--- src/rtl/fcs_pkg.sv ---
// package: register map, field positions, reset values and bus codes of the flash command status block
package fcs_pkg;

   // ---------------------------------------------------------------
   // register byte addresses
   // ---------------------------------------------------------------
   localparam logic [7:0] FCS_ADDR_STATUS = 8'h00;
   localparam logic [7:0] FCS_ADDR_CONFIG = 8'h04;
   localparam logic [7:0] FCS_ADDR_IRQ_STATUS = 8'h08;
   localparam logic [7:0] FCS_ADDR_IRQ_MASK = 8'h0c;
   localparam logic [7:0] FCS_ADDR_CMD_OBJECT = 8'h10;

   // ---------------------------------------------------------------
   // flash_status fields
   // ---------------------------------------------------------------
   localparam int FCS_CMD_DONE_BIT = 7;
   localparam int FCS_READ_COLL_BIT = 6;
   localparam int FCS_ACCESS_ERR_BIT = 5;
   localparam int FCS_PROT_VIOL_BIT = 4;
   localparam int FCS_CMD_ERR_BIT = 0;
   localparam logic [7:0] FCS_STATUS_RESET = 8'h00;

   // ---------------------------------------------------------------
   // flash_config fields
   // ---------------------------------------------------------------
   localparam int FCS_CMD_DONE_IE_BIT = 7;
   localparam int FCS_READ_COLL_IE_BIT = 6;
   localparam logic [7:0] FCS_CONFIG_RESET = 8'h00;

   // ---------------------------------------------------------------
   // event status / mask fields
   // ---------------------------------------------------------------
   localparam int FCS_EV_CMD_DONE = 0;
   localparam int FCS_EV_READ_COLL = 1;
   localparam int FCS_EV_ACCESS_ERR = 2;
   localparam int FCS_EV_PROT_VIOL = 3;
   localparam int FCS_EV_W = 4;
   localparam logic [3:0] FCS_EV_RESET = 4'h0;
   localparam logic [31:0] FCS_CMD_OBJECT_RESET = 32'h0000_0000;

   // ---------------------------------------------------------------
   // bus response codes
   // ---------------------------------------------------------------
   localparam logic [1:0] FCS_RESP_OKAY = 2'h0;
   localparam logic [1:0] FCS_RESP_SLVERR = 2'h2;

endpackage

--- src/rtl/fcs_flash_command_status.sv ---
// module: flash command status register block with AXI4-Lite slave and interrupt logic
`timescale 1ns/10ps
module fcs_flash_command_status
(
   // clock, reset, enable
   input wire logic clk,
   input wire logic rstn,
   input wire logic ce,
   // axi4-lite write address
   input wire logic s_axi_awvalid,
   output logic s_axi_awready,
   input wire logic [7:0] s_axi_awaddr,
   input wire logic [2:0] s_axi_awprot,
   // axi4-lite write data
   input wire logic s_axi_wvalid,
   output logic s_axi_wready,
   input wire logic [31:0] s_axi_wdata,
   input wire logic [3:0] s_axi_wstrb,
   // axi4-lite write response
   output logic s_axi_bvalid,
   input wire logic s_axi_bready,
   output logic [1:0] s_axi_bresp,
   // axi4-lite read address
   input wire logic s_axi_arvalid,
   output logic s_axi_arready,
   input wire logic [7:0] s_axi_araddr,
   input wire logic [2:0] s_axi_arprot,
   // axi4-lite read data
   output logic s_axi_rvalid,
   input wire logic s_axi_rready,
   output logic [31:0] s_axi_rdata,
   output logic [1:0] s_axi_rresp,
   // command engine side
   input wire logic init_done,
   input wire logic init_error,
   input wire logic cmd_finish,
   input wire logic cmd_error,
   input wire logic access_violation,
   input wire logic protect_violation,
   input wire logic flash_read,
   input wire logic read_resource_busy,
   output logic cmd_launch,
   output logic [31:0] cmd_object,
   output logic read_data_unreliable,
   // interrupt
   output logic irq
);

   // ---------------------------------------------------------------
   // state
   // ---------------------------------------------------------------
   typedef struct packed {
      logic aw_have;
      logic [7:0] aw_addr;
      logic awready;
      logic w_have;
      logic [31:0] w_data;
      logic [3:0] w_strb;
      logic wready;
      logic bvalid;
      logic [1:0] bresp;
      logic arready;
      logic rvalid;
      logic [31:0] rdata;
      logic [1:0] rresp;
      logic init_seen;
      logic cmd_done;
      logic read_coll;
      logic access_err;
      logic prot_viol;
      logic cmd_err;
      logic cmd_done_ie;
      logic read_coll_ie;
      logic [3:0] ev_status;
      logic [3:0] ev_mask;
      logic [31:0] cmd_obj;
      logic launch;
      logic unreliable;
      logic irq;
   } fcs_state_t;

   fcs_state_t state_q;
   fcs_state_t state_d;

   // ---------------------------------------------------------------
   // helpers
   // ---------------------------------------------------------------
   // sticky flag: a set in the same cycle as a clear wins
   function automatic logic fcs_sticky(input logic old, input logic set, input logic clr);
      fcs_sticky = set | (old & ~clr);
   endfunction

   function automatic logic [31:0] fcs_status_word(input fcs_state_t s);
      logic [31:0] v;
      v = 32'h0000_0000;
      v[fcs_pkg::FCS_CMD_DONE_BIT] = s.cmd_done;
      v[fcs_pkg::FCS_READ_COLL_BIT] = s.read_coll;
      v[fcs_pkg::FCS_ACCESS_ERR_BIT] = s.access_err;
      v[fcs_pkg::FCS_PROT_VIOL_BIT] = s.prot_viol;
      v[fcs_pkg::FCS_CMD_ERR_BIT] = s.cmd_err;
      fcs_status_word = v;
   endfunction

   // write to an 8-bit register, which needs byte lane 0
   function automatic logic fcs_lane0_wr(input logic wr, input logic [7:0] a, input logic [7:0] target,
                                         input logic [3:0] strb);
      logic hit;
      hit = wr && (a == target);
      fcs_lane0_wr = hit && strb[0];
   endfunction

   // address decode shared by the write and read channels
   function automatic logic fcs_mapped(input logic [7:0] a);
      logic hit;
      hit = 1'b0;
      case (a)
         fcs_pkg::FCS_ADDR_STATUS: hit = 1'b1;
         fcs_pkg::FCS_ADDR_CONFIG: hit = 1'b1;
         fcs_pkg::FCS_ADDR_IRQ_STATUS: hit = 1'b1;
         fcs_pkg::FCS_ADDR_IRQ_MASK: hit = 1'b1;
         fcs_pkg::FCS_ADDR_CMD_OBJECT: hit = 1'b1;
         default: hit = 1'b0;
      endcase
      fcs_mapped = hit;
   endfunction

   // ---------------------------------------------------------------
   // next state
   // ---------------------------------------------------------------
   logic do_write;
   logic st_wr;
   logic cfg_wr;
   logic busy;
   logic launch_ok;
   logic coll_ev;
   logic done_ev;
   logic abort_ev;
   logic [3:0] ev_set;
   logic [3:0] ev_clr;
   logic mapped_w;
   logic mapped_r;
   logic wr_lock;

   always_comb
   begin
      state_d = state_q;
      state_d.launch = 1'b0;
      state_d.unreliable = 1'b0;

      // write channel capture, either order
      if (s_axi_awvalid && state_q.awready)
      begin
         state_d.aw_have = 1'b1;
         state_d.aw_addr = s_axi_awaddr;
      end
      if (s_axi_wvalid && state_q.wready)
      begin
         state_d.w_have = 1'b1;
         state_d.w_data = s_axi_wdata;
         state_d.w_strb = s_axi_wstrb;
      end
      if (state_q.bvalid && s_axi_bready)
      begin
         state_d.bvalid = 1'b0;
      end

      do_write = state_q.aw_have && state_q.w_have && !state_q.bvalid;
      busy = !state_q.cmd_done;
      // only status and configuration stay writable while a command runs after initialisation
      wr_lock = busy && state_q.init_seen;
      st_wr = fcs_lane0_wr(do_write, state_q.aw_addr, fcs_pkg::FCS_ADDR_STATUS, state_q.w_strb);
      cfg_wr = fcs_lane0_wr(do_write, state_q.aw_addr, fcs_pkg::FCS_ADDR_CONFIG, state_q.w_strb);
      mapped_w = fcs_mapped(state_q.aw_addr);

      // launch needs idle controller and no pending access or protection error flag
      launch_ok = st_wr && state_q.w_data[fcs_pkg::FCS_CMD_DONE_BIT] && state_q.cmd_done &&
                  !state_q.access_err && !state_q.prot_viol;

      if (init_done)
      begin
         state_d.init_seen = 1'b1;
      end

      // completion flag
      abort_ev = busy && state_q.init_seen && (access_violation || protect_violation);
      done_ev = (busy && ((state_q.init_seen && cmd_finish) || (!state_q.init_seen && init_done))) ||
                abort_ev;
      if (launch_ok)
      begin
         state_d.cmd_done = 1'b0;
         state_d.launch = 1'b1;
         state_d.cmd_err = 1'b0;
      end
      else if (done_ev)
      begin
         state_d.cmd_done = 1'b1;
      end

      // read-only completion error status
      if (busy && !state_q.init_seen && init_done && init_error)
      begin
         state_d.cmd_err = 1'b1;
      end
      if (busy && state_q.init_seen && cmd_finish && cmd_error && !launch_ok)
      begin
         state_d.cmd_err = 1'b1;
      end

      // error flags, write one to clear, write zero no effect
      coll_ev = flash_read && read_resource_busy && busy;
      state_d.unreliable = coll_ev;
      state_d.read_coll = fcs_sticky(state_q.read_coll, coll_ev,
                                     st_wr && state_q.w_data[fcs_pkg::FCS_READ_COLL_BIT]);
      state_d.access_err = fcs_sticky(state_q.access_err, access_violation,
                                      st_wr && state_q.w_data[fcs_pkg::FCS_ACCESS_ERR_BIT]);
      state_d.prot_viol = fcs_sticky(state_q.prot_viol, protect_violation,
                                     st_wr && state_q.w_data[fcs_pkg::FCS_PROT_VIOL_BIT]);

      // configuration, always writable
      if (cfg_wr)
      begin
         state_d.cmd_done_ie = state_q.w_data[fcs_pkg::FCS_CMD_DONE_IE_BIT];
         state_d.read_coll_ie = state_q.w_data[fcs_pkg::FCS_READ_COLL_IE_BIT];
      end

      // command object: frozen while a command runs after initialisation
      if (do_write && (state_q.aw_addr == fcs_pkg::FCS_ADDR_CMD_OBJECT) && !wr_lock)
      begin
         for (int i = 0; i < 4; i++)
         begin
            if (state_q.w_strb[i])
            begin
               state_d.cmd_obj[i*8 +: 8] = state_q.w_data[i*8 +: 8];
            end
         end
      end

      // event status and mask
      ev_set = 4'h0;
      ev_set[fcs_pkg::FCS_EV_CMD_DONE] = done_ev && !launch_ok;
      ev_set[fcs_pkg::FCS_EV_READ_COLL] = coll_ev;
      ev_set[fcs_pkg::FCS_EV_ACCESS_ERR] = access_violation;
      ev_set[fcs_pkg::FCS_EV_PROT_VIOL] = protect_violation;
      ev_clr = 4'h0;
      // event registers are locked like the command object
      if (fcs_lane0_wr(do_write, state_q.aw_addr, fcs_pkg::FCS_ADDR_IRQ_STATUS, state_q.w_strb) && !wr_lock)
      begin
         ev_clr = state_q.w_data[3:0];
      end
      for (int i = 0; i < fcs_pkg::FCS_EV_W; i++)
      begin
         state_d.ev_status[i] = fcs_sticky(state_q.ev_status[i], ev_set[i], ev_clr[i]);
      end
      if (fcs_lane0_wr(do_write, state_q.aw_addr, fcs_pkg::FCS_ADDR_IRQ_MASK, state_q.w_strb) && !wr_lock)
      begin
         state_d.ev_mask = state_q.w_data[3:0];
      end

      // write response
      if (do_write)
      begin
         state_d.aw_have = 1'b0;
         state_d.w_have = 1'b0;
         state_d.bvalid = 1'b1;
         state_d.bresp = mapped_w ? fcs_pkg::FCS_RESP_OKAY : fcs_pkg::FCS_RESP_SLVERR;
      end
      state_d.awready = !state_d.aw_have && !state_d.bvalid;
      state_d.wready = !state_d.w_have && !state_d.bvalid;

      // read channel
      if (state_q.rvalid && s_axi_rready)
      begin
         state_d.rvalid = 1'b0;
      end
      // unmapped reads answer zero with an error response
      mapped_r = fcs_mapped(s_axi_araddr);
      if (s_axi_arvalid && state_q.arready)
      begin
         state_d.rvalid = 1'b1;
         case (s_axi_araddr)
            fcs_pkg::FCS_ADDR_STATUS: state_d.rdata = fcs_status_word(state_q);
            fcs_pkg::FCS_ADDR_CONFIG:
            begin
               state_d.rdata = 32'h0000_0000;
               state_d.rdata[fcs_pkg::FCS_CMD_DONE_IE_BIT] = state_q.cmd_done_ie;
               state_d.rdata[fcs_pkg::FCS_READ_COLL_IE_BIT] = state_q.read_coll_ie;
            end
            fcs_pkg::FCS_ADDR_IRQ_STATUS: state_d.rdata = {28'h0000000, state_q.ev_status};
            fcs_pkg::FCS_ADDR_IRQ_MASK: state_d.rdata = {28'h0000000, state_q.ev_mask};
            fcs_pkg::FCS_ADDR_CMD_OBJECT: state_d.rdata = state_q.cmd_obj;
            default:
            begin
               state_d.rdata = 32'h0000_0000;
            end
         endcase
         state_d.rresp = mapped_r ? fcs_pkg::FCS_RESP_OKAY : fcs_pkg::FCS_RESP_SLVERR;
      end
      state_d.arready = !state_d.rvalid;

      // interrupt from next-state values
      state_d.irq = (state_d.cmd_done && state_d.cmd_done_ie) ||
                    (state_d.read_coll && state_d.read_coll_ie) ||
                    (|(state_d.ev_status & state_d.ev_mask));
   end

   // ---------------------------------------------------------------
   // registers
   // ---------------------------------------------------------------
   always_ff @(posedge clk)
   begin
      if (!rstn)
      begin
         state_q <= '0;
         state_q.awready <= 1'b0;
         state_q.cmd_done <= fcs_pkg::FCS_STATUS_RESET[fcs_pkg::FCS_CMD_DONE_BIT];
         state_q.cmd_done_ie <= fcs_pkg::FCS_CONFIG_RESET[fcs_pkg::FCS_CMD_DONE_IE_BIT];
         state_q.read_coll_ie <= fcs_pkg::FCS_CONFIG_RESET[fcs_pkg::FCS_READ_COLL_IE_BIT];
         state_q.ev_status <= fcs_pkg::FCS_EV_RESET;
         state_q.ev_mask <= fcs_pkg::FCS_EV_RESET;
         state_q.cmd_obj <= fcs_pkg::FCS_CMD_OBJECT_RESET;
      end
      else if (ce)
      begin
         state_q <= state_d;
      end
   end

   // ---------------------------------------------------------------
   // outputs
   // ---------------------------------------------------------------
   assign s_axi_awready = state_q.awready;
   assign s_axi_wready = state_q.wready;
   assign s_axi_bvalid = state_q.bvalid;
   assign s_axi_bresp = state_q.bresp;
   assign s_axi_arready = state_q.arready;
   assign s_axi_rvalid = state_q.rvalid;
   assign s_axi_rdata = state_q.rdata;
   assign s_axi_rresp = state_q.rresp;
   assign cmd_launch = state_q.launch;
   assign cmd_object = state_q.cmd_obj;
   assign read_data_unreliable = state_q.unreliable;
   assign irq = state_q.irq;

endmodule

--- config.mk ---
export PLATFORM = sky130hd
export DESIGN_NAME = fcs_flash_command_status
export DESIGN_NICKNAME = d
export VERILOG_FILES = /design/src/rtl/fcs_pkg.sv /design/src/rtl/fcs_flash_command_status.sv
export SDC_FILE = /design/constraint.sdc
export NUM_CORES = 1
export LEC_CHECK = 0
export BUFFER_PORTS_ARGS = -buffer_cell sky130_fd_sc_hd__buf_2
export CAP_MARGIN = 20
export CORE_UTILIZATION = 30
export CTS_CLUSTER_DIAMETER = 200
export DETAILED_ROUTE_END_ITERATION = 6
export GPL_ROUTABILITY_DRIVEN = 0
export SETUP_SLACK_MARGIN = 0.15
export SKIP_CTS_REPAIR_TIMING = 1
export SYNTH_ARGS = -nofsm -noshare
export SYNTH_HDL_FRONTEND = slang
export SYNTH_SLANG_ARGS = --single-unit
--- constraint.sdc ---
create_clock -name clk -period 1.8 [get_ports clk]
set_input_delay 0.18 -clock clk [delete_from_list [all_inputs] [get_ports clk]]
set_output_delay 0.18 -clock clk [all_outputs]
set_load 0.05 [all_outputs]
; ---- Yosys cells after proc, flatten, opt, wreduce, memory -nomap -nowiden
; Index checks and enable logic that the tools add are counted.
[word_totals]
register_bits = 138
in_bits = 74
elab_cells = 158
[classes]
eq_ne = 8
mux = 22
n_bitwise = 22
n_reduce_logical = 76
[op_table]
columns = op, count
row1 = case mux 32 bit (5 select lines), 1
row2 = logical AND 1 bit, 44
row3 = two-way mux 37 bit, 1
row4 = two-way mux 35 bit, 1
row5 = equality test 8 x 4 -> 1 bit (second input constant), 4
row6 = equality test 8 x 3 -> 1 bit (second input constant), 2
row7 = equality test 8 x 5 -> 1 bit (second input constant), 2
row8 = logical NOT 8 bit, 2
row9 = two-way mux 1 bit, 12
row10 = AND reduction 2 bit, 6
row11 = AND reduction 3 bit, 4
row12 = logical NOT 1 bit, 11
row13 = OR reduction 5 bit, 2
row14 = two-way mux 9 bit, 1
row15 = two-way mux 4 bit, 2
row16 = AND 1 bit, 7
row17 = inverter 1 bit, 7
row18 = bitwise OR 1 bit, 7
row19 = two-way mux 2 bit, 3
row20 = logical OR 1 bit, 5
row21 = AND 4 bit, 1
row22 = OR reduction 4 bit, 1
row23 = two-way mux 3 bit, 1
row24 = nonzero test 3 bit, 1

; ---- Logic depth before layout (Yosys ltp)
; Gate-level depths: netlist of run 1.
[depth]
word_depth = 14
mapped_depth = 7
ltp_nobuf = 6

; ---- Worst setup path before layout of run 1
; No wires, ideal clock.
[synth_path]
path_kind = register -> register
from = register state_q, in the netlist s_axi_bvalid
to = register state_q, in the netlist irq
setup_ps = 74
arrival_ps = 1819
required_time_ps = 1726
slack_ps = -93
path_stages_with_launch = 8
n_path_buf = 1
synth_period_minus_slack_ps = 1893
cell_sequence = dfxtp_1 -> and3b_1 -> and3_4 -> buf_6 -> a31o_1 -> a211oi_2 -> a211oi_2 -> a31oi_1
[synth_via]
elab_chain_len = 14
elab_cells_between_ends = 44
[synth_rtl]
columns = element, line
row1 = start: declaration, fcs_flash_command_status.sv:82  ; fcs_state_t state_q;
row2 = start signal: assignment, fcs_flash_command_status.sv:324  ; state_q <= state_d;
row3 = logical NOT 1 bit (*), fcs_flash_command_status.sv:167  ; do_write = state_q.aw_have && state_q.w_have && !state_q.bvalid;
row4 = logical AND 1 bit (*), fcs_flash_command_status.sv:167
row5 = logical AND 1 bit, fcs_flash_command_status.sv:108  ; hit = wr && (a == target);
row6 = logical AND 1 bit, fcs_flash_command_status.sv:109  ; fcs_lane0_wr = hit && strb[0];
row7 = logical AND 1 bit (3 in a row), fcs_flash_command_status.sv:176  ; launch_ok = st_wr && state_q.w_data[fcs_pkg::FCS_CMD_DONE_BIT] && state_q.cmd_done &&
row8 = logical AND 1 bit, fcs_flash_command_status.sv:177  ; !state_q.access_err && !state_q.prot_viol;
row9 = logical NOT 1 bit, fcs_flash_command_status.sv:240  ; ev_set[fcs_pkg::FCS_EV_CMD_DONE] = done_ev && !launch_ok;
row10 = logical AND 1 bit, fcs_flash_command_status.sv:240
row11 = bitwise OR 1 bit, fcs_flash_command_status.sv:90  ; fcs_sticky = set | (old & ~clr);
row12 = AND 4 bit, fcs_flash_command_status.sv:303  ; (|(state_d.ev_status & state_d.ev_mask));
row13 = OR reduction 4 bit, fcs_flash_command_status.sv:303
row14 = logical OR 1 bit (*), fcs_flash_command_status.sv:302  ; (state_d.read_coll && state_d.read_coll_ie) ||
; Mark *: on every way between the ends. The rest lies on a longest branch, timed or not.
; A chain may end at the register's enable or synchronous reset.

; ---- Worst setup path in the final report of run 1
[layout_path]
from = register state_q[135] (netlist bit)
to = register state_q, in the netlist irq
[layout_via]
elab_chain_len = 13
elab_cells_between_ends = 46
[layout_rtl]
columns = element, line
row1 = logical NOT 8 bit, fcs_flash_command_status.sv:108
row2 = logical AND 1 bit, fcs_flash_command_status.sv:108
row3 = logical AND 1 bit, fcs_flash_command_status.sv:109
row4 = logical AND 1 bit (3 in a row), fcs_flash_command_status.sv:176
row5 = logical AND 1 bit, fcs_flash_command_status.sv:177
row6 = logical NOT 1 bit, fcs_flash_command_status.sv:240
row7 = logical AND 1 bit, fcs_flash_command_status.sv:240
row8 = bitwise OR 1 bit, fcs_flash_command_status.sv:90
row9 = AND 4 bit, fcs_flash_command_status.sv:303
row10 = OR reduction 4 bit, fcs_flash_command_status.sv:303
row11 = logical OR 1 bit (*), fcs_flash_command_status.sv:302
; Marks and branches as above.

==> results.txt, run 1 <==
Summed over all layers, the routed wires come to around 16000 µm. The main combinational cell family by area after synthesis is simple AND/OR/NAND/NOR gates. Dividing the synthesized area by the synthesized cell count gives between 8 and 9 µm².

TritonCTS built the clock tree. The clock slew seen by the registers of the worst setup and hold paths came out at 60 ps. The setup skew after layout is 10.1 ps. Once detailed placement completed, the half-perimeter wirelength came to 11600 µm. The total number of nets in the final design is between 900 and 1000. The analysis attributes to net switching a power of about 0.0017 W.

The gate count after technology mapping came out at 748. The arrival time of the worst setup path came out at around 2000 ps. The library cell used most frequently in the layout, excluding fill and tap cells, is nand2_1. The clock latency at the later pin of the worst-skew pair came out at approximately 420 ps. Setup violations remaining at the end of the flow were counted as 0. The worst voltage drop across the vdd grid came out at roughly 0.53 mV. In this run, synthesis produced a sequential element count of between 100 and 150. The worst-case setup slack after placement is approximately 10 ps. After detailed placement, the design holds a cell count of around 1100. In the global route stage, overall resource usage came out at 15.4%.

The via count normalized by instance count is about 4.6. The count of input and output buffers is 141. The portion of synthesized cell area occupied by the leading cell type is between 40 and 50%.

The vertical extent of the die is ~150 µm. The minimum hold slack is 4.80 ps. Setup slack on the critical path of the routed design comes to around 110 ps. After floorplanning, the core was divided into 52 placement rows.

The total clock buffers created by CTS came out at 17. The core region is approximately 0.020 mm². For this run, the number of Yosys warnings is 0. Setup repair after global routing could not meet its margin everywhere. The kind of launch point of the worst setup path is a flip-flop. The hold violation count in the final report was 0. The flow ran to the end, and the final reports show no timing, DRC or antenna violations.

The power density of the placed cells is ~900 mW/mm². Net switching is roughly 23% of the power. The area enclosed by the die boundary came out at 0.0216 mm². Of the total synthesized cell area, the portion taken by AND, OR, NAND and NOR gates is 23.8%. The layout overhead on the synthesized area is 24.7%.

For met1 alone, demand over resource in global routing was around a fifth. Leaving out filler cells and counting taps, the final layout contains about 1100. In this run the count of I/O pins placed on the die edge is 150. The sequential element share of the synthesized area came out at 43.1%. Clock tree synthesis found a total of 136 sinks.

After synthesis the cells add up to around 0.0063 mm². In the layout the commonest cells are 163 x nand2_1, 140 x buf_2, 131 x dfxtp_1. The number of antenna violations at the first check in global routing came out at 0. For the final routed database, the setup TNS stands at 0 ps. The power share of the combinational group came out at 6.3%. The count of filler cells inserted in the layout came out at between 2000 and 2500. The die span in x came out at 147 µm. The share of total power dissipated in the clock network is between 50 and 60%. The required time of the critical path came out at ~2100 ps. The post-synthesis adder-cell area fraction came out at 0%. The detailed-route wire length per cell is around 15 µm. The final period utilization came out at about 94%. Measured on the finished design, the core utilization comes to roughly 39%. The maximum net fanout on the critical path came out at 5. The via count of the first global-routing pass came to between 4000 and 5000. The count of TritonRoute iterations in the first routing pass came out at 4. The max-cap check violation count is 0. Counting along the longest clock path gives a buffer depth of 2. Of the cells placed in the final design, the portion with a size suffix greater than 1 is approximately a third.

The highest clock frequency the design can meet is between 500 and 600 MHz. The tightest min-delay check is of the in -> reg type. The cell sitting at the root of the clock tree is a clkbuf_16. The leakage power summed over all cells came out at 3.11 nW. The met2 usage came out at about a quarter. The wire length of the first global-routing pass came out at roughly 26000 µm. The routed design could run at a clock period as short as roughly 1700 ps.

The maximum number of pins on one net before global-route repair is between 40 and 50. The global routing stage identified its most utilized layer as met2. The number of H-tree levels is 4. The xor/xnor share of the synthesized area came out at 0%. The sequential share of power is between 40 and 50%. Synthesis instantiated 54 different standard cells from the library. dfxtp_1 takes more of the synthesized area than any other cell.

The count of unresolved DRC violations after routing is 0. The number of nets with antenna violations after detailed routing came out at 0. The initial standard-cell utilization of the core came out at 30.9%. In the post-synthesis netlist, the biggest area contributors are dfxtp_1 43%, nand2_1 11%, buf_4 8.6%. The global route total overflow is 0.

The critical path is of the reg -> reg type. STA classifies the critical path endpoint as a flip-flop. The global routing usage on met3 is around 3.7%. After synthesis, the share of cell area in mux cells is between 1.5 and 2%. The internal portion of total power is 0.00556 W.

The number of antenna diodes is 0. The number of slew-limit violations in the final report came out at 0. The synthesized netlist devotes about a fifth of its cell area to compound gates. The number of DRC markers after the initial detailed-route iteration is 256. Summing over every cut layer, the via total after detailed routing is approximately 5200.
## power by group through the flow
| stage | registers, W | clock network, W | logic, W |
|---|---|---|---|
| after floorplan | 0.00319 | 0 | 0.000230 |
| after global placement | 0.00317 | 0 | 0.000444 |
| after detailed placement | 0.00317 | 0 | 0.000445 |
| after CTS | 0.00310 | 0.00375 | 0.000447 |
| after global routing | 0.00311 | 0.00388 | 0.000501 |
| final | 0.00311 | 0.00366 | 0.000457 |
## cell usage after synthesis, drive strengths merged
| library cell | number |
|---|---|
| and3b | 1 |
| a22oi | 6 |
| nor2b | 17 |
| inv | 9 |
| o221a | 1 |
| mux2i | 8 |
| nand4b | 2 |
| nand3b | 2 |
| a31o | 1 |
| and4 | 3 |
| a21boi | 111 |
| and3 | 6 |
| nor4b | 3 |
| o41ai | 1 |
| nand2b | 4 |
| a31oi | 2 |
| nor2 | 16 |
| a211oi | 5 |
| a21oi | 12 |
| o22ai | 1 |
| o21ai | 20 |
| nor4bb | 1 |
| conb | 1 |
| and2 | 10 |
| a221oi | 1 |
| clkbuf | 25 |
| nor3 | 5 |
| dfxtp | 136 |
| o2bb2ai | 3 |
| nand3 | 43 |
| a222oi | 2 |
| buf | 86 |
| o21a | 3 |
| nor4 | 4 |
| nand2 | 193 |
| mux2 | 2 |
| nand4 | 1 |
| nor3b | 1 |
## flip-flops by register name (all words and copies together), names as in the netlist
register,cells
s_axi_bresp,1
read_data_unreliable,1
s_axi_arready,1
s_axi_rvalid,1
cmd_launch,1
s_axi_wready,1
s_axi_rdata,32
irq,1
state_q,62
s_axi_awready,1
s_axi_bvalid,1
cmd_object,32
s_axi_rresp,1
## layer usage
metal  up-vias  share of wire [%]
li1       2644                  -
met1      2401                 49
met2       109                 45
met3        16                4.6
met4         0                1.3
met5         -                  0
## worst paths after layout
check                                  from                          end  slack (ps)  cells past startpoint
setup / recovery  state_q[135]$_SDFFE_PN0P_             irq$_SDFFE_PN0P_         110                      7
hold / removal              s_axi_awaddr[3]    state_q[132]$_SDFFE_PN0P_           5                      3
setup reg to reg  state_q[135]$_SDFFE_PN0P_             irq$_SDFFE_PN0P_         110                      7
hold reg to reg   state_q[110]$_SDFFE_PN0P_  cmd_object[15]$_SDFFE_PN0P_         450                      2
## cell type report
class	count	area [µm²]	share of cell area, %
clock buffer	22	474	6.03
clock inverter	10	144	1.83
inverter	9	33.8	0.429
multi-input combinational	493	2990	38.1
sequential	136	2730	34.7
tap	270	338	4.29
timing repair buffer	187	1150	14.6
## cells by family (layout without fill, tap and decap cells)
kind of cell | count (synthesis) | count (layout)
AO/OA/AOI/OAI | 169 | 169
buffers and inverters | 120 | 228
flip-flops | 136 | 136
multiplexers | 10 | 10
other | 1 | 2
AND/OR/NAND/NOR | 312 | 312
## stage by stage
step	power [W]	instance area, µm²
6_report	0.00722	7870
3_3_place_gp	0.00361	6940
5_1_grt	0.00749	7870
4_1_cts	0.00729	7560
2_1_floorplan	0.00342	6320
3_5_place_dp	0.00361	6940
## worst max-delay path, stage by stage, from the launching register on
cell and delay [ps]:
dfxtp_2 340, nor3_4 260, and3_4 280, buf_4 130, and4_1 220, nor4_2 60
a211oi_2 180, a31oi_1 100
No activity file was read; power rests on OpenSTA's default activity.
==> run 2, diff against run 1 <==
--- a/config.mk
+++ b/config.mk
@@ -7,10 +7,11 @@
 export LEC_CHECK = 0
 export BUFFER_PORTS_ARGS = -buffer_cell sky130_fd_sc_hd__buf_2
 export CAP_MARGIN = 20
-export CORE_UTILIZATION = 30
+export CORE_UTILIZATION = 58
 export CTS_CLUSTER_DIAMETER = 200
 export DETAILED_ROUTE_END_ITERATION = 6
 export GPL_ROUTABILITY_DRIVEN = 0
+export PLACE_DENSITY = 0.85
 export SETUP_SLACK_MARGIN = 0.15
 export SKIP_CTS_REPAIR_TIMING = 1
 export SYNTH_ARGS = -nofsm -noshare
==> constraint.sdc (replaced) <==
create_clock -name clk -period 2.05 [get_ports clk]
set_input_delay 0.205 -clock clk [delete_from_list [all_inputs] [get_ports clk]]
set_output_delay 0.205 -clock clk [all_outputs]
set_load 0.05 [all_outputs]
==> results.txt, run 2 (same netlist as run 1, synthesis figures left out) <==
The count of cells along the worst hold path came out at 3. The number of slew-limit violations in the final report came to 0. Setup repair after global routing left no endpoint under its margin. The longest clock path from root to sink contains 2 buffers. The flip-flop count of the largest register, all copies and words added is just over 60. The final period utilization came out at 85.0%. The run finished with clean final reports.

Buffers inserted during clock tree synthesis total 17. The max-cap check violation count is 0. In the layout the commonest cells are 189 x nand2_1, 141 x buf_2, 136 x dfxtp_1. Entering global routing, the biggest net connects 65 pins. The clock reaches the later pin of the worst-skew pair after 530 ps.

For this design the static power due to leakage is between 3 and 4 nW. The worst setup path is of the reg -> reg kind. The count of input and output buffers came out at between 100 and 150. The first detailed-routing pass ran for 5 iterations. The first global-routing pass estimated between 20000 and 25000 µm of wire. Summed over all layers, the routed wires come to between 15000 and 20000 µm. Once detail routing completed, the nets flagged for antenna violations numbered 0.

Cells with a size suffix above 1 make up 24.7% of the layout. The number of endpoints failing setup at the final stage is 0. More flip-flops sit in one register than any other, and that register is state_q. Leaving out fill and tap cells, the most frequent cell in the layout is nand2_1. After global routing the overflow that remains totals 0. The path type of the worst min-delay path is in -> reg.

The estimated wirelength of the detail-placed design came out at ~10000 µm. The worst setup path is captured at a flip-flop. The floorplan has 37 rows.

The slowest stage of the critical path is the dfxtp_1 cell. The layout overhead on the synthesized area came out at 22.1%. The number of antenna violations at the first check in global routing came out at 0.

The setup skew after layout came out at about 10 ps. The via count of the first global-routing pass is roughly 5000. Based on the critical path, the design can be clocked at up to between 500 and 600 MHz.

The number of H-tree levels came out at 4. The initial standard-cell utilization of the core came out at about three fifths. After detailed placement, the design holds a cell count of approximately 930. The arrival time of the worst setup path came out at 2190 ps.

The total number of nets in the final design is approximately 940. The hold violation count in the final report came out at 0. The via count came out at between 5000 and 6000.

Of all nets on the critical path, the largest fanout is 8. Across every metal layer, demand over resource in global routing totals a little over a quarter. TritonCTS built the clock tree. STA classifies the critical path startpoint as a flip-flop. The flop-to-flop setup slack came out at approximately 310 ps.

The critical path's largest stage delay is 360 ps. The clock slew seen by the registers of the worst setup and hold paths is around 60 ps. The slew at the pin closest to its max-slew limit came out at between 600 and 700 ps. The worst register-to-register path has a depth of 7. The number of DRC markers after the initial detailed-route iteration came out at 380.

During I/O placement, the number of pins put on the boundary was 150. The final cell count without fillers came out at between 1000 and 1500. In this run the standard cell core region covers 0.0104 mm².

The number of antenna diodes came out at 0. Headroom to the max-slew limit came out at ~55%. The root cell of the clock tree is clkbuf_8. At the worst endpoint, the required time is roughly 2500 ps. The area enclosed by the die boundary is about 0.011 mm².

The signal on the critical path passes through nor4_4, nand2_1, nor3_4, buf_12, and2_2, nand2_1, a21boi_1. The count of unresolved DRC violations after routing is 0. The die span in x is between 100 and 150 µm.

The worst-case IR drop observed on VDD is about 0.50 mV. The number of clock sinks seen by CTS came out at about 140. The most numerous cell type found on the critical path is nand2_1. The final critical delay including setup and external delays came out at between 1500 and 2000 ps. The vertical extent of the die is between 100 and 150 µm. The via count normalized by instance count is around 5.5. For this design the ratio of total power to cell area is slightly above 800 mW/mm². After detailed routing, the average wire length per cell comes to 15.3 µm. The aggregate negative setup slack is 0 ps.
==> run 2: changes by cell type in the layout (fill, tap and decap cells not counted), sizes merged <==
cell and change:
inv +4, clkbuf -2, buf -26, dlygate4sd3 +43
clkinv -2
==> run 2: path summary, 6_finish.rpt <==
path	to	startpoint
worst max register to register	cmd_object[16]$_SDFFE_PN0P_	state_q[129]$_SDFFE_PN0P_
worst min-delay path	state_q[41]$_SDFFE_PN0P_	access_violation
worst min register to register	s_axi_rdata[19]$_SDFFE_PN0P_	s_axi_rdata[19]$_SDFFE_PN0P_
worst max-delay path	cmd_object[16]$_SDFFE_PN0P_	state_q[129]$_SDFFE_PN0P_
==> run 2: where the power goes <==
group / internal, W / switching [W]
clock network: 0.00197 / 0.00119
registers: 0.00269 / 0.0000396
logic: 0.000210 / 0.000224
total: 0.00487 / 0.00145
==> run 2: worst max-delay path, delay by kind of cell (launching register included) <==
kind	cells	cell delay (ps)
AND/OR/NAND/NOR	5	1000
buffers and inverters	1	150
AO/OA/AOI/OAI	1	160
flip-flops	1	360
==> run 2: through the flow <==
step                instance area, µm²  power, W  hold slack [ps]  util [%]  setup slack, ps
CTS                               7230   0.00629             -101      69.4              147
finish                            7700   0.00632             30.4      74.0              308
global route                      7700   0.00652             24.6      74.0              153
detailed placement                6610   0.00314              440      63.4              161
floorplan                         6310   0.00300              350         -              157
global placement                  6610   0.00313              435      63.4              248
==> run 2: routing by layer <==
| layer | vias to the layer above | part of all wire [%] | GRT usage, % |
|---|---|---|---|
| li1 | 2676 | - | - |
| met1 | 2617 | 43 | 34.4 |
| met2 | 218 | 50 | 43.6 |
| met3 | 28 | 5.3 | 6.50 |
| met4 | 0 | 1.9 | 11.9 |
| met5 | - | 0 | 0 |
==> run 2: layout make-up <==
type / count / area (µm²)
Tap cell: 136 / 170
Clock buffer: 20 / 455
Sequential cell: 136 / 2720
Inverter: 9 / 33.8
Clock inverter: 12 / 164
Fill cell: 741 / 2710
Timing Repair Buffer: 204 / 1320
Multi-Input combinational cell: 493 / 2840
==> run 3, diff against run 2 <==
--- a/config.mk
+++ b/config.mk
@@ -7,11 +7,11 @@
 export LEC_CHECK = 0
 export BUFFER_PORTS_ARGS = -buffer_cell sky130_fd_sc_hd__buf_2
 export CAP_MARGIN = 20
-export CORE_UTILIZATION = 58
+export CORE_UTILIZATION = 49
 export CTS_CLUSTER_DIAMETER = 200
 export DETAILED_ROUTE_END_ITERATION = 6
 export GPL_ROUTABILITY_DRIVEN = 0
-export PLACE_DENSITY = 0.85
+export PLACE_DENSITY = 0.77
 export SETUP_SLACK_MARGIN = 0.15
 export SKIP_CTS_REPAIR_TIMING = 1
 export SYNTH_ARGS = -nofsm -noshare
==> constraint.sdc (replaced) <==
create_clock -name clk -period 1.5 [get_ports clk]
set_input_delay 0.15 -clock clk [delete_from_list [all_inputs] [get_ports clk]]
set_output_delay 0.15 -clock clk [all_outputs]
set_load 0.05 [all_outputs]
==> results.txt, run 3 (same netlist as run 1, synthesis figures left out) <==
The run finished, with violations left. The final reports fail on negative hold slack, negative setup slack. The clock passes through at most 2 buffers. The clock latency at the later pin of the worst-skew pair came out at approximately 410 ps. The most critical setup path has its endpoint at irq$_SDFFE_PN0P_. The wire length of the first global-routing pass is ~24000 µm. The area growth from synthesis to layout is 29.3%. The number of endpoints failing setup at the final stage came out at 40.

The vertical extent of the die is 115 µm. Power spread over the standard cell area amounts to around 1000 mW/mm². Setup repair after global routing could not meet its margin everywhere. The number of top-level pins came out at 150. The number of slew-limit violations in the final report is 0.

The critical register-to-register path startpoint is state_q[135]$_SDFFE_PN0P_. state_q holds more flip-flops than any other register. Once detail routing completed, the nets flagged for antenna violations numbered 0.

The register with the most flip-flops in the layout has between 60 and 70 of them. The count of TritonRoute iterations in the first routing pass came out at 5. The initial standard-cell utilization of the core came out at between 50% and 60%. The combined global-route utilization of all metal layers is a little under a quarter. Setup total negative slack on the finished layout was measured at -3510 ps.

The root cell of the clock tree is clkbuf_16. The number of stages on the worst setup path is 6. Across the VDD grid, the largest voltage drop is a little over 0.7 mV. The via count is between 5000 and 6000. The count of filler cells inserted in the layout is ~1100.

In this run the worst setup path begins at state_q[135]$_SDFFE_PN0P_. The post-route worst setup slack came out at -203 ps. The detailed-route wire length per cell is between 10 and 15 µm. The total clock buffers created by CTS is 17. The estimated wirelength of the detail-placed design is a little over 10000 µm.

The routed wire length is 15100 µm. The core area is ~0.013 mm². The count of unresolved DRC violations after routing came out at 0. The worst-case setup slack after placement came out at -276 ps. The worst path uses 114% of the clock period. Once layout is complete, the cells apart from fillers number 1052.

The number of antenna diodes is 0. The worst hold path belongs to the class in -> reg. The number of antenna violations at the first check in global routing came out at 0. The die span in x is 115 µm.

Hold timing on the final database bottoms out at a slack of -14.3 ps. By startpoint and endpoint, the worst setup path is classified as reg -> reg. The count of input and output buffers came out at 141.

The worst path in the final design needs a cycle of ~1700 ps, including I/O delays and setup. The critical path's largest stage delay is around 330 ps. The max-cap check violation count came out at 0. For flop-to-flop paths, the worst setup slack is -200 ps. The area enclosed by the die boundary is 0.0133 mm². The leakage power summed over all cells came out at about 3.3 nW. After clock tree synthesis, the clock-pin slew on the worst setup and hold paths is 60 ps. Dividing the detail-routed via count by the number of cells gives about 5.1. The number of clock sinks seen by CTS is 136.

The proportion of layout cells with a drive suffix above 1 is 37.4%. The via count of the first global-routing pass is ~5000. Clock skew on the completed layout was measured at around 9.4 ps. Counting tap cells, the placed design contains a total of about 1000 instances. Data on the critical path arrives at its endpoint at about 2000 ps. The gate family responsible for the most delay along the worst path is simple AND/OR/NAND/NOR gates. The worst register-to-register path ends at irq$_SDFFE_PN0P_.

The slowest stage of the critical path is the dfxtp_2 cell. The count of buffer and inverter cells on the critical path is 0. The kind of launch point of the worst setup path is a flip-flop. The number of H-tree levels came out at 4. The maximum net fanout on the critical path is 7. For this run the aggregate overflow at the end of global routing stands at 0.

In the final layout, the multi-input gates occupy about 0.0032 mm². Measured in cells, the most critical reg-to-reg path has a length of 6. In the final design database the tool counted ~940 nets. STA classifies the critical path endpoint as a flip-flop.

Across the whole layout, storage elements account for 0.00274 mm². The critical path goes through nor3_4, and3_4, nand3_4, mux2_4, a211oi_2, a31oi_1. Leaving out fill and tap cells, the most frequent cell in the layout is nand2_1. The highest clock frequency the design can meet is 587 MHz.

The maximum number of pins on one net before global-route repair came out at 72. The number of cell rows came out at 41. At the worst endpoint, the required time is between 1500 and 2000 ps. The number of DRC markers after the initial detailed-route iteration is about 350.

The library cells used most frequently in the layout, excluding fill and tap cells, are 163 x nand2_1, 141 x buf_2, 128 x dfxtp_1. The hold violation count in the final report is 8. The clock tree from TritonCTS is yes.
==> run 3: worst reg2reg max path: cells and delay by family (launching register included) <==
kind	cells	cell delay [ps]
simple gates	3	650
flops	1	330
mux	1	310
compound gates	2	300
==> run 3: per-layer routing <==
metal	wire length (µm)	part of all wire [%]	vias to the layer above	GRT usage, %
li1	-	-	2702	-
met1	6970	46	2503	30.4
met2	7120	47	145	36.3
met3	749	5.0	21	4.60
met4	258	1.7	0	8.74
met5	0	0	-	0
==> run 3: cell type report <==
class,count,share of cell area (%)
Clock buffer,24,5.78
Clock inverter,8,1.18
Inverter,9,0.414
Multi-Input combinational cell,493,39.2
Sequential cell,136,33.6
Tap cell,172,2.64
Timing Repair Buffer,210,17.2
==> run 3: worst min path at each step <==
stage | slack [ps] | from | end | depth (start not counted)
3_3_place_gp | 400 | s_axi_wdata[16] | state_q[111]$_SDFFE_PN0P_ | 3
2_1_floorplan | 290 | s_axi_wdata[10] | state_q[105]$_SDFFE_PN0P_ | 2
6_report | -10 | s_axi_wdata[27] | state_q[122]$_SDFFE_PN0P_ | 3
5_1_grt | 2 | s_axi_wdata[27] | state_q[122]$_SDFFE_PN0P_ | 3
4_1_cts | -30 | s_axi_wdata[27] | state_q[122]$_SDFFE_PN0P_ | 3
3_5_place_dp | 410 | s_axi_wdata[27] | state_q[122]$_SDFFE_PN0P_ | 3
==> run 3: power by group <==
part	leakage, nW	switching, W	internal [W]
combinational	1.92	0.000315	0.000286
clock	0.278	0.00148	0.00253
sequential	1.10	0.0000549	0.00367
==> run 3: stage by stage <==
step	hold slack (ps)	instance area, µm²	utilization [%]	power [W]
2_1_floorplan	295	6470	-	0.00411
3_3_place_gp	399	7130	56.7	0.00435
3_5_place_dp	407	7130	56.7	0.00435
4_1_cts	-29.7	7700	61.3	0.00835
5_1_grt	2.40	8160	64.9	0.00861
6_report	-14.3	8160	64.9	0.00834
